<file path="src/common/pcb_pkg.sv">
// ============================================================
// Shared constants for the pwm channel configuration bank
package pcb_pkg;
   localparam int unsigned NUM_CH     = 8;
   localparam int unsigned ADDR_W     = 8;
   localparam int unsigned DATA_W     = 32;
   localparam int unsigned REG_W      = 8;
   localparam int unsigned PRESC_W    = 7;
   localparam int unsigned RATE_W     = 3;
   localparam int unsigned JOIN_W     = 4;

   // ============================================================
   // Register byte addresses
   localparam logic [ADDR_W-1:0] OFS_CHANNEL_ENABLE   = 8'h00;
   localparam logic [ADDR_W-1:0] OFS_CHANNEL_POLARITY = 8'h04;
   localparam logic [ADDR_W-1:0] OFS_CLOCK_SELECT     = 8'h08;
   localparam logic [ADDR_W-1:0] OFS_AB_SWAP          = 8'h0c;
   localparam logic [ADDR_W-1:0] OFS_PRESCALE_SELECT  = 8'h10;
   localparam logic [ADDR_W-1:0] OFS_CENTER_ALIGN     = 8'h14;
   localparam logic [ADDR_W-1:0] OFS_JOIN_CONTROL     = 8'h18;

   // ============================================================
   // Field layout and variant shape
   // Channels built on this variant; others discard writes and read zero
   localparam logic [REG_W-1:0]  CHAN_PRESENT  = 8'h3f;
   // Channels 0,1,4,5 take clock A first, the rest clock B first
   localparam logic [REG_W-1:0]  CH_A_FIRST    = 8'h33;
   localparam int unsigned       RATE_A_LSB    = 0;
   localparam int unsigned       RATE_B_LSB    = 4;
   localparam int unsigned       JOIN_LSB      = 4;
   localparam logic [REG_W-1:0]  PRESC_MASK    = 8'h77;
   localparam logic [JOIN_W-1:0] JOIN_PRESENT  = {&CHAN_PRESENT[7:6], &CHAN_PRESENT[5:4],
                                                  &CHAN_PRESENT[3:2], &CHAN_PRESENT[1:0]};
   localparam logic [REG_W-1:0]  JOIN_MASK     = {JOIN_PRESENT, 4'h0};
   localparam logic [REG_W-1:0]  REG_RST       = 8'h00;
   localparam logic [PRESC_W-1:0] PRESC_RST    = 7'h00;
   localparam logic [PRESC_W-1:0] PRESC_FULL   = 7'h7f;

   // ============================================================
   // AXI4-Lite answers
   localparam logic [1:0]        RESP_OKAY     = 2'h0;
   localparam logic [1:0]        RESP_SLVERR   = 2'h2;
endpackage : pcb_pkg

</file>
<file path="src/core/pcb_config_bank.sv">
// The implementer's own choices: the register offsets and the AXI4-Lite slave port.
`timescale 1ns/10ps
module pcb_config_bank
   import pcb_pkg::*;
(
   input  wire logic                clock,
   input  wire logic                nrst,
   input  wire logic                ce,
   input  wire logic [ADDR_W-1:0]   s_axi_awaddr,
   input  wire logic                s_axi_awvalid,
   output logic                     s_axi_awready,
   input  wire logic [DATA_W-1:0]   s_axi_wdata,
   input  wire logic [3:0]          s_axi_wstrb,
   input  wire logic                s_axi_wvalid,
   output logic                     s_axi_wready,
   output logic [1:0]               s_axi_bresp,
   output logic                     s_axi_bvalid,
   input  wire logic                s_axi_bready,
   input  wire logic [ADDR_W-1:0]   s_axi_araddr,
   input  wire logic                s_axi_arvalid,
   output logic                     s_axi_arready,
   output logic [DATA_W-1:0]        s_axi_rdata,
   output logic [1:0]               s_axi_rresp,
   output logic                     s_axi_rvalid,
   input  wire logic                s_axi_rready,
   input  wire logic [NUM_CH-1:0]   wave_before_duty,
   input  wire logic                scaled_clock_a,
   input  wire logic                scaled_clock_b,
   output logic [NUM_CH-1:0]        pwm_pin,
   output logic [NUM_CH-1:0]        chan_active,
   output logic [NUM_CH-1:0]        chan_tick,
   output logic                     clk_a_tick,
   output logic                     clk_b_tick,
   output logic [NUM_CH-1:0]        center_align_bits,
   output logic [JOIN_W-1:0]        join_pairs
);

   // ============================================================
   // Reset release
   logic [1:0]          rst_sync_ff;
   logic                rst_n;

   always_ff @(posedge clock or negedge nrst) begin
      if (!nrst) begin
         rst_sync_ff <= 2'h0;
      end else begin
         rst_sync_ff <= {rst_sync_ff[0], 1'b1};
      end
   end
   assign rst_n = rst_sync_ff[1];

   // ============================================================
   // Register bus and configuration registers
   logic                aw_held_ff, nxt_aw_held;
   logic                w_held_ff, nxt_w_held;
   logic [ADDR_W-1:0]   waddr_ff, nxt_waddr;
   logic [REG_W-1:0]    wdata_ff, nxt_wdata;
   logic                wlane_ff, nxt_wlane;
   logic                awready_ff, nxt_awready;
   logic                wready_ff, nxt_wready;
   logic                bvalid_ff, nxt_bvalid;
   logic [1:0]          bresp_ff, nxt_bresp;
   logic                arready_ff, nxt_arready;
   logic                rvalid_ff, nxt_rvalid;
   logic [1:0]          rresp_ff, nxt_rresp;
   logic [REG_W-1:0]    rdata_ff, nxt_rdata;
   logic [REG_W-1:0]    en_ff, nxt_en;
   logic [REG_W-1:0]    pol_ff, nxt_pol;
   logic [REG_W-1:0]    csel_ff, nxt_csel;
   logic [REG_W-1:0]    swap_ff, nxt_swap;
   logic [REG_W-1:0]    presc_ff, nxt_presc;
   logic [REG_W-1:0]    align_ff, nxt_align;
   logic [REG_W-1:0]    join_ff, nxt_join;
   logic                wr_fire;
   logic                wr_hit;

   always_comb begin
      nxt_aw_held = aw_held_ff;
      nxt_w_held  = w_held_ff;
      nxt_waddr   = waddr_ff;
      nxt_wdata   = wdata_ff;
      nxt_wlane   = wlane_ff;
      nxt_bvalid  = bvalid_ff;
      nxt_bresp   = bresp_ff;
      nxt_rvalid  = rvalid_ff;
      nxt_rresp   = rresp_ff;
      nxt_rdata   = rdata_ff;
      nxt_en      = en_ff;
      nxt_pol     = pol_ff;
      nxt_csel    = csel_ff;
      nxt_swap    = swap_ff;
      nxt_presc   = presc_ff;
      nxt_align   = align_ff;
      nxt_join    = join_ff;
      wr_hit      = 1'b1;
      wr_fire     = aw_held_ff && w_held_ff && !bvalid_ff;
      if (s_axi_awvalid && awready_ff) begin
         nxt_aw_held = 1'b1;
         nxt_waddr   = s_axi_awaddr;
      end
      if (s_axi_wvalid && wready_ff) begin
         nxt_w_held = 1'b1;
         nxt_wdata  = s_axi_wdata[REG_W-1:0];
         nxt_wlane  = s_axi_wstrb[0];
      end
      if (s_axi_bvalid && s_axi_bready) begin
         nxt_bvalid = 1'b0;
      end
      // Writes land with no regard to channel state; glitches are accepted
      if (wr_fire) begin
         nxt_aw_held = 1'b0;
         nxt_w_held  = 1'b0;
         nxt_bvalid  = 1'b1;
         unique case (waddr_ff)
            OFS_CHANNEL_ENABLE:   if (wlane_ff) nxt_en    = wdata_ff & CHAN_PRESENT;
            OFS_CHANNEL_POLARITY: if (wlane_ff) nxt_pol   = wdata_ff & CHAN_PRESENT;
            OFS_CLOCK_SELECT:     if (wlane_ff) nxt_csel  = wdata_ff & CHAN_PRESENT;
            OFS_AB_SWAP:          if (wlane_ff) nxt_swap  = wdata_ff & CHAN_PRESENT;
            OFS_PRESCALE_SELECT:  if (wlane_ff) nxt_presc = wdata_ff & PRESC_MASK;
            OFS_CENTER_ALIGN:     if (wlane_ff) nxt_align = wdata_ff & CHAN_PRESENT;
            OFS_JOIN_CONTROL:     if (wlane_ff) nxt_join  = wdata_ff & JOIN_MASK;
            default:              wr_hit = 1'b0;
         endcase
         nxt_bresp = wr_hit ? RESP_OKAY : RESP_SLVERR;
      end
      if (s_axi_rvalid && s_axi_rready) begin
         nxt_rvalid = 1'b0;
      end
      if (s_axi_arvalid && arready_ff) begin
         nxt_rvalid = 1'b1;
         nxt_rresp  = RESP_OKAY;
         unique case (s_axi_araddr)
            OFS_CHANNEL_ENABLE:   nxt_rdata = en_ff;
            OFS_CHANNEL_POLARITY: nxt_rdata = pol_ff;
            OFS_CLOCK_SELECT:     nxt_rdata = csel_ff;
            OFS_AB_SWAP:          nxt_rdata = swap_ff;
            OFS_PRESCALE_SELECT:  nxt_rdata = presc_ff;
            OFS_CENTER_ALIGN:     nxt_rdata = align_ff;
            OFS_JOIN_CONTROL:     nxt_rdata = join_ff;
            default: begin
               nxt_rdata = REG_RST;
               nxt_rresp = RESP_SLVERR;
            end
         endcase
      end
      nxt_awready = !nxt_aw_held && !nxt_bvalid;
      nxt_wready  = !nxt_w_held && !nxt_bvalid;
      nxt_arready = !nxt_rvalid;
   end

   always_ff @(posedge clock or negedge rst_n) begin
      if (!rst_n) begin
         aw_held_ff <= 1'b0;
         w_held_ff  <= 1'b0;
         waddr_ff   <= '0;
         wdata_ff   <= REG_RST;
         wlane_ff   <= 1'b0;
         awready_ff <= 1'b0;
         wready_ff  <= 1'b0;
         bvalid_ff  <= 1'b0;
         bresp_ff   <= RESP_OKAY;
         arready_ff <= 1'b0;
         rvalid_ff  <= 1'b0;
         rresp_ff   <= RESP_OKAY;
         rdata_ff   <= REG_RST;
         en_ff      <= REG_RST;
         pol_ff     <= REG_RST;
         csel_ff    <= REG_RST;
         swap_ff    <= REG_RST;
         presc_ff   <= REG_RST;
         align_ff   <= REG_RST;
         join_ff    <= REG_RST;
      end else if (ce) begin
         aw_held_ff <= nxt_aw_held;
         w_held_ff  <= nxt_w_held;
         waddr_ff   <= nxt_waddr;
         wdata_ff   <= nxt_wdata;
         wlane_ff   <= nxt_wlane;
         awready_ff <= nxt_awready;
         wready_ff  <= nxt_wready;
         bvalid_ff  <= nxt_bvalid;
         bresp_ff   <= nxt_bresp;
         arready_ff <= nxt_arready;
         rvalid_ff  <= nxt_rvalid;
         rresp_ff   <= nxt_rresp;
         rdata_ff   <= nxt_rdata;
         en_ff      <= nxt_en;
         pol_ff     <= nxt_pol;
         csel_ff    <= nxt_csel;
         swap_ff    <= nxt_swap;
         presc_ff   <= nxt_presc;
         align_ff   <= nxt_align;
         join_ff    <= nxt_join;
      end
   end

   assign s_axi_awready = awready_ff;
   assign s_axi_wready  = wready_ff;
   assign s_axi_bvalid  = bvalid_ff;
   assign s_axi_bresp   = bresp_ff;
   assign s_axi_arready = arready_ff;
   assign s_axi_rvalid  = rvalid_ff;
   assign s_axi_rresp   = rresp_ff;
   assign s_axi_rdata   = {{(DATA_W-REG_W){1'b0}}, rdata_ff};

   // ============================================================
   // Prescaler, source selection and output gating
   logic [PRESC_W-1:0]  cnt_ff, nxt_cnt;
   logic [RATE_W-1:0]   rate_field_a, rate_field_b;
   logic [PRESC_W-1:0]  mask_a, mask_b;
   logic                tick_a, tick_b;
   logic                clk_a_ff, clk_b_ff;
   logic [NUM_CH-1:0]   join_even, eff_en, sel_tick;
   logic [NUM_CH-1:0]   active_ff, nxt_active;
   logic [NUM_CH-1:0]   tick_ff, pin_ff, nxt_pin;
   logic                run;
   logic                use_b;

   assign rate_field_a = presc_ff[RATE_A_LSB +: RATE_W];
   assign rate_field_b = presc_ff[RATE_B_LSB +: RATE_W];
   assign run          = |en_ff;
   // A code of n fires once every 2**n bus clocks
   assign mask_a       = PRESC_FULL >> (PRESC_W - rate_field_a);
   assign mask_b       = PRESC_FULL >> (PRESC_W - rate_field_b);
   assign tick_a       = run && ((cnt_ff & mask_a) == mask_a);
   assign tick_b       = run && ((cnt_ff & mask_b) == mask_b);

   always_comb begin
      // Only the odd channel of a joined pair may run; the even one stays off
      for (int p = 0; p < JOIN_W; p++) begin
         join_even[2*p]   = join_ff[JOIN_LSB+p];
         join_even[2*p+1] = 1'b0;
      end
      eff_en = en_ff & ~join_even;
      for (int i = 0; i < NUM_CH; i++) begin
         use_b = swap_ff[i] ^ ~CH_A_FIRST[i];
         if (csel_ff[i]) begin
            sel_tick[i] = use_b ? scaled_clock_b : scaled_clock_a;
         end else begin
            sel_tick[i] = use_b ? tick_b : tick_a;
         end
      end
      nxt_cnt = run ? (cnt_ff + 7'h01) : PRESC_RST;
      // Enable waits for the source tick so the first period starts cleanly
      nxt_active = (active_ff | (eff_en & sel_tick)) & eff_en;
      nxt_pin    = nxt_active & ~(wave_before_duty ^ pol_ff);
   end

   always_ff @(posedge clock or negedge rst_n) begin
      if (!rst_n) begin
         cnt_ff    <= PRESC_RST;
         clk_a_ff  <= 1'b0;
         clk_b_ff  <= 1'b0;
         active_ff <= REG_RST;
         tick_ff   <= REG_RST;
         pin_ff    <= REG_RST;
      end else if (ce) begin
         cnt_ff    <= nxt_cnt;
         clk_a_ff  <= tick_a;
         clk_b_ff  <= tick_b;
         active_ff <= nxt_active;
         tick_ff   <= sel_tick;
         pin_ff    <= nxt_pin;
      end
   end

   assign pwm_pin           = pin_ff;
   assign chan_active       = active_ff;
   assign chan_tick         = tick_ff;
   assign clk_a_tick        = clk_a_ff;
   assign clk_b_tick        = clk_b_ff;
   assign center_align_bits = align_ff;
   assign join_pairs        = join_ff[JOIN_LSB +: JOIN_W];

   // ============================================================
   // Checks
   a_start_on_tick: assert property (@(posedge clock) disable iff (!rst_n)
      ce |=> ((active_ff & ~$past(active_ff) & ~$past(sel_tick)) == 8'h00))
      else $error("channel started without a source tick");
   a_disabled_quiet: assert property (@(posedge clock) disable iff (!rst_n)
      ce && (eff_en == 8'h00) |=> (pin_ff == 8'h00) && (active_ff == 8'h00))
      else $error("disabled channel still drives its pin");
   a_join_even_off: assert property (@(posedge clock) disable iff (!rst_n)
      ce |=> ((pin_ff & $past(join_even)) == 8'h00))
      else $error("even channel of a joined pair is active");
   a_unbuilt_zero: assert property (@(posedge clock) disable iff (!rst_n)
      ((en_ff | pol_ff | csel_ff | align_ff) & ~CHAN_PRESENT) == 8'h00)
      else $error("unbuilt channel bit holds a one");
   a_polarity_level: assert property (@(posedge clock) disable iff (!rst_n)
      ce && active_ff[1] && eff_en[1] && wave_before_duty[1] |=> pin_ff[1] == $past(pol_ff[1]))
      else $error("pin level before duty count disagrees with polarity");
   a_src_ch0: assert property (@(posedge clock) disable iff (!rst_n)
      ce && !swap_ff[0] && !csel_ff[0] |=> tick_ff[0] == $past(tick_a))
      else $error("channel 0 not fed from clock A");
   a_src_ch2: assert property (@(posedge clock) disable iff (!rst_n)
      ce && !swap_ff[2] && csel_ff[2] |=> tick_ff[2] == $past(scaled_clock_b))
      else $error("channel 2 not fed from scaled clock B");
   a_rate_undiv: assert property (@(posedge clock) disable iff (!rst_n)
      ce && run && (rate_field_b == 3'h0) |=> clk_b_ff)
      else $error("clock B with code zero is not undivided");
   a_rate_div2: assert property (@(posedge clock) disable iff (!rst_n)
      ce && run && (rate_field_a == 3'h1) && tick_a |=> !tick_a || !ce || (rate_field_a != 3'h1))
      else $error("clock A with code one fires on two neighbours");
   a_presc_stop: assert property (@(posedge clock) disable iff (!rst_n)
      ce && !run |=> (cnt_ff == PRESC_RST) && !clk_a_ff && !clk_b_ff)
      else $error("prescaler runs with every channel disabled");
   a_bvalid_hold: assert property (@(posedge clock) disable iff (!rst_n)
      s_axi_bvalid && !s_axi_bready |=> s_axi_bvalid)
      else $error("write response dropped before taken");

   c_write_done: cover property (@(posedge clock) disable iff (!rst_n)
      s_axi_bvalid && s_axi_bready && (s_axi_bresp == RESP_OKAY));
   c_read_done: cover property (@(posedge clock) disable iff (!rst_n)
      s_axi_rvalid && s_axi_rready);
   c_chan_start: cover property (@(posedge clock) disable iff (!rst_n)
      $rose(active_ff[1]));
   c_joined_run: cover property (@(posedge clock) disable iff (!rst_n)
      join_ff[JOIN_LSB] && active_ff[1]);

endmodule : pcb_config_bank

</file>
<file path="config.mk">
export PLATFORM = sky130hd
export DESIGN_NAME = pcb_config_bank
export DESIGN_NICKNAME = d
export VERILOG_FILES = /design/src/common/pcb_pkg.sv /design/src/core/pcb_config_bank.sv
export SDC_FILE = /design/constraint.sdc
export NUM_CORES = 1
export LEC_CHECK = 0
export BUFFER_PORTS_ARGS = -buffer_cell sky130_fd_sc_hd__buf_2
export CORE_ASPECT_RATIO = 0.6
export CORE_MARGIN = 5
export CORE_UTILIZATION = 56
export DETAILED_ROUTE_END_ITERATION = 10
export PLACE_DENSITY = 0.89
export SETUP_SLACK_MARGIN = 0.3
export SYNTH_ARGS = -nofsm -noshare
export SYNTH_HDL_FRONTEND = slang
export SYNTH_SLANG_ARGS = --single-unit
</file>
<file path="constraint.sdc">
create_clock -name clock -period 7.45 [get_ports clock]
set_clock_uncertainty 0.05 [all_clocks]
set_input_delay 0.3725 -clock clock [delete_from_list [all_inputs] [get_ports clock]]
set_output_delay 0.3725 -clock clock [all_outputs]
set_load 0.05 [all_outputs]
</file>
==> flow_summary.ini, run 1 <==
[yosys]
syn_inst = 457
synthTopCellsByArea = dfrtp_1 (50%), mux2_2 (12%), buf_4 (5.4%)
yosysSeqAreaShare_pct = 49.7
synth_top_area_cell = dfrtp_1
async_flop_share_pct = 100
syn_avg_cell_area_um2 = 11.0
syn_area_um2 = 5030
ys_ff_latch = 100
ys_types = 49
synth_warnings = 0
synthFlopType = dfrtp_1
yosysTopAreaCellShare_pct = 49.7
synth_edf_count = 0

[grt]
grt_max_degree = 76
grt_usage_pct = 22.0
grt_pass1_vias = 3718
grt_overflow = 0
grt_pass1_wl_um = 19500
antenna_found_initial = 0

[critical_path]
cp-end-kind = flip-flop
critPathKind = input pin to flip-flop
r2r_slack_ns = 4.98
slowest_stage = buf_2
path_max_fanout = 47
critPathLaunchType = input pin
r2r-end = join_ff[5]
r2r_cells = 4
critPathMaxStageDelay_ns = 0.65
r2r-start = waddr_ff[1]
cp.required_ns = 7.63
crit_chain = buf_2 > and4b_1 > nand3_1 > nor3_1 > mux2_2
critPathArrivalTime_ns = 2.74

[layout]
multiInputGateArea_um2 = 2250
antenna_cells = 0
final-seq-area_um2 = 2510
area_growth_pct = 13.3
layout-drive-gt1-share_pct = 30.9
final_nets = 607
fin_area_um2 = 5700
final_cell_mix = dfrtp_1 (99), buf_2 (84), mux2_2 (52), nand2_1 (36), conb_1 (35)
final_common_cell = dfrtp_1
fillers = 667

[placed_design]
pre_cts_slack_ns = 4.61
hpwlAfterDp_um = 8940
gp_congestion = 0.845
io_buffers = 84
placed_cell_area_um2 = 5400

[routing]
via_per_inst = 5.87
ant_nets = 0
first_iter_violations = 422
routedWlPerCell_um = 18.5
drcViolationCount = 0
vias = 3831
firstDrtPassIters = 4
totalWireLength_um = 12100

[timing]
fin_crit_ns = 2.56
hold_viol_final = 0
tns_ns = 0
finalCritPeriodShare_pct = 34.4
drv_slew = 0
tightest_slew_ns = 1.19
fmax_mhz = 390
layout_setup_ws_ns = 4.89
rsz0062_at_grt = false
relSlewSlack_pct = 20.4
setup_violations = 0

[clock_network]
ctsLongestPathBuffers = 2
cts_resized = 0
cts_htree_levels = 3
cts_inserted_buffers = 9
cts_tree = yes
clk_pin_slew_ns = 0.07
clock_sinks = 100
cts-root-buf = clkbuf_16
insertion_delay_ns = 0.35

[floorplanning]
core_area_um2 = 8620
ios = 149
rows = 26
die_width_um = 132
start_util_pct = 58.4
fp.dieH_um = 83.4
dieArea_um2 = 11000

[pwr]
p_comb_share_pct = 28.9
swShare_pct = 38.2
vdd.ir_drop.worst_mv = 0.179
p_switching_mw = 0.654
clockPowerShare_pct = 26.9
leakage_nw = 2.73
powerDensity_nw_per_um2 = 300
finalPower_mw = 1.71
seqPwrFrac_pct = 44.2
p_int_mw = 1.06

[status]
status = finished, final reports clean

[min_path]
hold_class = flip-flop to asynchronous set/reset pin

[run]
cap_violations = 0
## metal layers
layer	GRT usage, %	wire, um	share of wire [%]	up-vias
met5	0	0	0	-
met4	3.88	91	0.75	0
li1	-	-	-	1744
met2	32.2	5380	44	195
met1	31.3	5360	44	1883
met3	8.64	1270	11	9
## registers in the layout, summed over array words and instances (netlist names), 7 cells and up
register / flops
rdata_ff: 7
waddr_ff: 8
cnt_ff: 7
wdata_ff: 7
## power groups by stage
stage	registers, mW	clock network, mW	logic [mW]
global route	0.771	0.493	0.530
floorplan	0.849	0	0.280
finish	0.757	0.461	0.494
detailed placement	0.761	0	0.491
CTS	0.753	0.470	0.495
global placement	0.751	0	0.475
## synth_stat cells, types with 3 or more instances
cell type,number
xor2_1,5
a31oi_1,15
mux4_2,3
mux2_4,6
a21o_1,5
a32oi_1,5
nor3_1,4
mux2i_1,17
a21oi_1,24
mux2_2,52
nand3_1,6
nor2b_1,7
clkbuf_1,13
nand4_1,4
nor4_1,4
a41oi_1,4
dfrtp_1,100
a2111oi_0,3
o211ai_1,3
or4_1,4
nand2_1,36
o21ai_0,23
nor2_1,25
inv_1,18
buf_4,36
xnor2_1,5
## worst max-delay path by stage
stage,start,cells after the start,slack (ns),endpoint
2_1_floorplan,rst_sync_ff[1],0,4.41,aw_held_ff
3_3_place_gp,ce,6,4.69,pol_ff[3]
3_5_place_dp,ce,5,4.61,join_ff[5]
4_1_cts,ce,5,4.95,join_ff[5]
5_1_grt,ce,5,4.72,join_ff[5]
6_report,ce,5,4.89,join_ff[5]
## cell families (layout without fill, tap and decap cells)
group	Yosys count	in the layout	share of synthesized area (%)
buffers and inverters	70	121	8.05
other	2	35	0.149
AOI/OAI and AO/OA	96	96	12.2
DFF	100	100	49.7
and+or+nand+nor	100	100	9.77
adders and majority gates	1	1	0.249
muxes	78	78	18.1
xor gates and xnor gates	10	10	1.74
## worst max-delay path: cells and delay by family
kind | cells | cell delay, ns
simple gates | 3 | 1.28
buf+inv | 1 | 0.65
mux | 1 | 0.42
## cell type report
type,count,share of cell area [%]
Inverter,18,1.18
Timing Repair Buffer,87,7.81
Clock buffer,10,4.02
Sequential cell,100,44.0
Tap cell,112,2.46
Clock inverter,6,1.12
Multi-Input combinational cell,320,39.5
## timing repair
item | in CTS | in global routing
hold endpoints to repair | 2 | 0
hold buffers | 1 | 0
buffers inserted | 0 | 0
## metrics by stage
stage,instances,util [%],hold WS (ns)
2_1_floorplan,490,-,0.0269
4_1_cts,653,66.1,0.184
6_report,653,66.1,0.171
5_1_grt,653,66.1,0.183
3_5_place_dp,636,62.6,0.108
3_3_place_gp,636,62.6,0.107
(Power assumes the default switching activity.)
==> run 2: changes to the inputs <==
--- a/config.mk
+++ b/config.mk
@@ -8,9 +8,9 @@
 export BUFFER_PORTS_ARGS = -buffer_cell sky130_fd_sc_hd__buf_2
 export CORE_ASPECT_RATIO = 0.6
 export CORE_MARGIN = 5
-export CORE_UTILIZATION = 56
+export CORE_UTILIZATION = 52
 export DETAILED_ROUTE_END_ITERATION = 10
-export PLACE_DENSITY = 0.89
+export PLACE_DENSITY = 0.83
 export SETUP_SLACK_MARGIN = 0.3
 export SYNTH_ARGS = -nofsm -noshare
 export SYNTH_HDL_FRONTEND = slang
==> constraint.sdc (replaced) <==
create_clock -name clock -period 2.55 [get_ports clock]
set_clock_uncertainty 0.05 [all_clocks]
set_input_delay 0.1275 -clock clock [delete_from_list [all_inputs] [get_ports clock]]
set_output_delay 0.1275 -clock clock [all_outputs]
set_load 0.05 [all_outputs]
==> flow_summary.ini, run 2 (synthesis gave the netlist of run 1 again) <==
[grt]
grt.met3_usage_pct = 6.26
top_usage_layer = met2
grt_max_degree = 59
grt_usage_pct = 22.5
grt_pass1_wl_um = 20400
grtUsageMet2_pct = 35.9
grt_overflow = 0
grt_pass1_vias = 3930
antenna_found_initial = 0
use_met1_pct = 30.4

[timing]
layout_setup_ws_ns = 0.258
drv_slew = 0
tns_ns = 0
tightest_slew_ns = 0.826
finalCritPeriodShare_pct = 89.9
relSlewSlack_pct = 44.7
fmax_mhz = 436
hold_viol_final = 0
fin_crit_ns = 2.29
rsz0062_at_grt = true
setup_violations = 0

[layout]
final-seq-area_um2 = 2510
largest_reg_flops = 8
fillers = 747
final_cell_mix = dfrtp_1 (99), buf_2 (84), mux2_2 (52), nand2_1 (36), conb_1 (35)
largest-register = waddr_ff
final_common_cell = dfrtp_1
antenna_cells = 0
multiInputGateArea_um2 = 2270
fin_util_pct = 64.1
area_growth_pct = 18.4
final_nets = 630
layout-drive-gt1-share_pct = 31.2

[floorplanning]
core_area_um2 = 9290
ios = 149
start_util_pct = 54.2
die_width_um = 137
rows = 27
dieArea_um2 = 11800
fp.dieH_um = 86.2

[placed_design]
gp_congestion = 0.860
hpwlAfterDp_um = 9660
pre_cts_slack_ns = 0.181
io_buffers = 84

[clock_network]
cts_tree = yes
insertion_delay_ns = 0.35
cts-root-buf = clkbuf_16
cts_inserted_buffers = 9
clk_pin_slew_ns = 0.06
cts_htree_levels = 3
clock_sinks = 100
ctsLongestPathBuffers = 2

[pwr]
vdd.ir_drop.worst_mv = 0.463
powerDensity_nw_per_um2 = 842
leakage_nw = 2.84
finalPower_mw = 5.02

[critical_path]
slowest_stage = or4_1
cp.required_ns = 2.69
cpMostUsedCell = a31oi_1
r2r_slack_ns = 0.26
cp-end-kind = flip-flop
crit_chain = or4_1 > nor3_2 > a31oi_1 > a41oi_1 > a31oi_1
critPathLaunchType = flip-flop
critPathArrivalTime_ns = 2.44
critPathMaxStageDelay_ns = 0.56
r2r_cells = 5
critPathKind = flip-flop to flip-flop
r2r-start = en_ff[1]
path_max_fanout = 7
crit_start = en_ff[1]
r2r-end = chan_tick[1]
crit_path_end = chan_tick[1]

[run]
cap_violations = 0

[routing]
first_iter_violations = 441
firstDrtPassIters = 5
routedWlPerCell_um = 18.6
ant_nets = 0
via_per_inst = 5.67
totalWireLength_um = 12900
vias = 3935
drcViolationCount = 0

[min_path]
hold_class = input pin to flip-flop

[status]
status = finished, final reports clean
==> run 2: changes by cell type in the layout (fill, tap and decap cells not counted), sizes merged <==
cell | previous run | this run
buf | 86 | 93
clkbuf | 10 | 11
clkinv | 2 | 3
clkinvlp | 2 | 1
dlygate4sd3 | 1 | 17
inv | 19 | 18
==> run 2: metrics by stage <==
step,hold WS [ns],cell area [um2],std cells
after CTS,0.00188,5940,692
final,0.0124,5960,694
after global placement,-0.137,5470,659
after detailed placement,-0.137,5470,659
after floorplan,-0.218,5160,490
after global routing,0.0135,5960,694
==> run 2: power breakdown <==
| part | total [mW] | internal [mW] | switching (mW) |
|---|---|---|---|
| clock | 1.32 | 0.755 | 0.563 |
| combinational | 1.47 | 0.485 | 0.988 |
| sequential | 2.23 | 1.87 | 0.357 |
==> run 2: per-layer routing <==
metal	routed length [um]	part of all wire [%]
met2	6040	47
met4	150	1.2
met1	5440	42
met3	1290	10
met5	0	0
==> run 2: how the worst min path moves through the flow <==
| stage | from | end | slack (ns) | depth (start not counted) |
|---|---|---|---|---|
| 2_1_floorplan | nrst | rst_sync_ff[0] | -0.22 | 0 |
| 3_3_place_gp | nrst | rst_sync_ff[0] | -0.14 | 1 |
| 3_5_place_dp | nrst | rst_sync_ff[0] | -0.14 | 1 |
| 4_1_cts | s_axi_bready | s_axi_bvalid | 0.002 | 3 |
| 5_1_grt | s_axi_bready | s_axi_bvalid | 0.01 | 3 |
| 6_report | s_axi_bready | s_axi_bvalid | 0.01 | 3 |
==> run 2: cell type report <==
class | instances | share of cell area (%)
inverter | 18 | 1.13
tap | 130 | 2.73
clock inverter | 5 | 0.882
sequential | 100 | 42.1
multi-input combinational | 320 | 38.0
clock buffer | 11 | 3.91
timing repair buffer | 110 | 11.3
==> run 2: repair_timing <==
action,4_1_cts,5_1_grt
setup endpoints to repair,7,30
buffers inserted,0,2
hold buffers,17,0
endpoints found under the hold margin,18,0
resized for setup,2,1
pin swaps,0,3
==> run 2: critical path, delay by kind of cell, from the launching register on <==
kind               cells  cell delay (ns)
and+or+nand+nor        2             0.78
AOI/OAI and AO/OA      3             0.84
DFF                    1             0.46
==> run 3: changes to the inputs <==
--- a/config.mk
+++ b/config.mk
@@ -11,7 +11,7 @@
 export CORE_UTILIZATION = 52
 export DETAILED_ROUTE_END_ITERATION = 10
 export PLACE_DENSITY = 0.83
-export SETUP_SLACK_MARGIN = 0.3
+export SETUP_SLACK_MARGIN = 0.4
 export SYNTH_ARGS = -nofsm -noshare
 export SYNTH_HDL_FRONTEND = slang
 export SYNTH_SLANG_ARGS = --single-unit
==> flow_summary.ini, run 3 (synthesis gave the netlist of run 1 again) <==
[routing]
drcViolationCount = 0
via_per_inst = 5.70
drt-met1-wl_um = 5540
dr_wl_met3_um = 1120
route.top_layer_used = met4
totalWireLength_um = 13100
ant_nets = 0
vias = 3999
firstDrtPassIters = 5
routedWlPerCell_um = 18.6
first_iter_violations = 355
wl_met2_um = 6260

[critical_path]
r2r_cells = 4
critPathTopFamily = simple AND/OR/NAND/NOR gates
r2r-end = csel_ff[3]
crit_chain = or4_4 > or3_4 > or3_4 > mux2_4
cp_num_buf_inv = 0
crit_start = waddr_ff[1]
crit_path_end = csel_ff[3]
r2r_slack_ns = 0.35
slowest_stage = or4_4
r2r-start = waddr_ff[1]
critPathMaxStageDelay_ns = 0.54
critPathLaunchType = flip-flop
cpMostUsedCell = or3_4
cp-end-kind = flip-flop
critPathKind = flip-flop to flip-flop
critPathArrivalTime_ns = 2.38
cp.required_ns = 2.73
path_max_fanout = 6
cp_num_cells = 4

[clock_network]
insertion_delay_ns = 0.35
ctsLongestPathBuffers = 2
clock_sinks = 100
cts_inserted_buffers = 9
cts_htree_levels = 3
clk_pin_slew_ns = 0.07
cts_tree = yes
cts-root-buf = clkbuf_16

[floorplanning]
fp.dieH_um = 86.2
rows = 27
core_area_um2 = 9290
die_width_um = 137
start_util_pct = 54.2
dieArea_um2 = 11800
ios = 149

[timing]
tns_ns = 0
timing.hold.ws_ns = 0.0187
fmax_mhz = 454
fin_crit_ns = 2.20
relSlewSlack_pct = 49.7
hold_viol_final = 0
drv_slew = 0
tightest_slew_ns = 0.755
finalCritPeriodShare_pct = 86.5
rsz0062_at_grt = true
setup_violations = 0

[pwr]
swShare_pct = 36.1
leakage_nw = 2.91
seqPwrFrac_pct = 41.0
finalPower_mw = 5.41
p_comb_share_pct = 29.8
vdd.ir_drop.worst_mv = 0.534
clockPowerShare_pct = 29.1
powerDensity_nw_per_um2 = 878
p_switching_mw = 1.95
p_int_mw = 3.46

[min_path]
hold_class = input pin to flip-flop

[placed_design]
hpwlAfterDp_um = 9410
placed_cell_area_um2 = 5470
gp_congestion = 0.924
io_buffers = 84

[grt]
grt_max_degree = 57
antenna_found_initial = 0
grt_pass1_vias = 3945
grt_overflow = 0
grt_pass1_wl_um = 20200
grt_usage_pct = 22.2

[layout]
final_common_cell = dfrtp_1
antenna_cells = 0
layout-drive-gt1-share_pct = 34.5
largest_reg_flops = 8
largest-register = waddr_ff
final_nets = 637
final_cell_mix = dfrtp_1 (97), buf_2 (85), mux2_2 (52), nand2_1 (35), conb_1 (35)
fin_area_um2 = 6160
area_growth_pct = 22.5

[status]
status = finished, final reports clean

[run]
cap_violations = 0
-- run 3: cell types whose count changed in the layout (fill, tap and decap cells not counted), sizes merged --
cell      delta
buf          +7
bufinv       +2
clkbuf       +1
clkinv       -2
clkinvlp     -1
-- run 3: how the worst min path moves through the flow --
stage / startpoint / to / slack [ns] / depth (start not counted)
after CTS: s_axi_bready / s_axi_bvalid / 0.01 / 3
after detailed placement: nrst / rst_sync_ff[0] / -0.14 / 1
final: s_axi_bready / s_axi_bvalid / 0.02 / 3
after global routing: nrst / rst_sync_ff[1] / 0.03 / 2
after global placement: nrst / rst_sync_ff[0] / -0.14 / 1
after floorplan: nrst / rst_sync_ff[0] / -0.22 / 0
-- run 3: power groups by stage --
stage               logic (mW)  registers (mW)  clock network [mW]
global placement          1.40            2.21                   0
detailed placement        1.44            2.23                   0
global route              1.72            2.26                1.68
CTS                       1.48            2.20                1.60
floorplan                0.817            2.48                   0
finish                    1.62            2.22                1.58
-- run 3: worst min-delay path: stages --
cell and delay [ns]:
buf_2 0.10, nand2_1 0.05, a21o_1 0.10
-- run 3: layer usage --
layer  up-vias  global-route usage (%)
met3        20                    5.68
met5         -                       0
met2       196                    35.9
met1      1977                    30.6
met4         0                    4.35
li1       1806                       -
-- run 3: metrics by stage --
| step | util, % | setup slack (ns) | cells |
|---|---|---|---|
| 2_1_floorplan | - | 0.408 | 490 |
| 3_3_place_gp | 58.9 | 0.284 | 659 |
| 3_5_place_dp | 58.9 | 0.212 | 659 |
| 4_1_cts | 64.8 | 0.328 | 693 |
| 5_1_grt | 66.4 | 0.316 | 701 |
| 6_report | 66.4 | 0.345 | 701 |
-- run 3: what timing repair did --
| item | CTS | global route |
|---|---|---|
| setup buffers | 1 | 8 |
| gates resized for setup | 3 | 15 |
| endpoints found under the setup margin | 23 | 34 |
| hold endpoints to repair | 18 | 0 |
| pin swaps | 1 | 8 |
| hold buffers | 17 | 0 |
-- run 3: final cells by class --
type,count,area [um2]
Fill cell,705,3130
Clock inverter,4,95.1
Clock buffer,12,256
Inverter,18,67.6
Sequential cell,100,2510
Multi-Input combinational cell,320,2350
Tap cell,130,163
Timing Repair Buffer,117,724
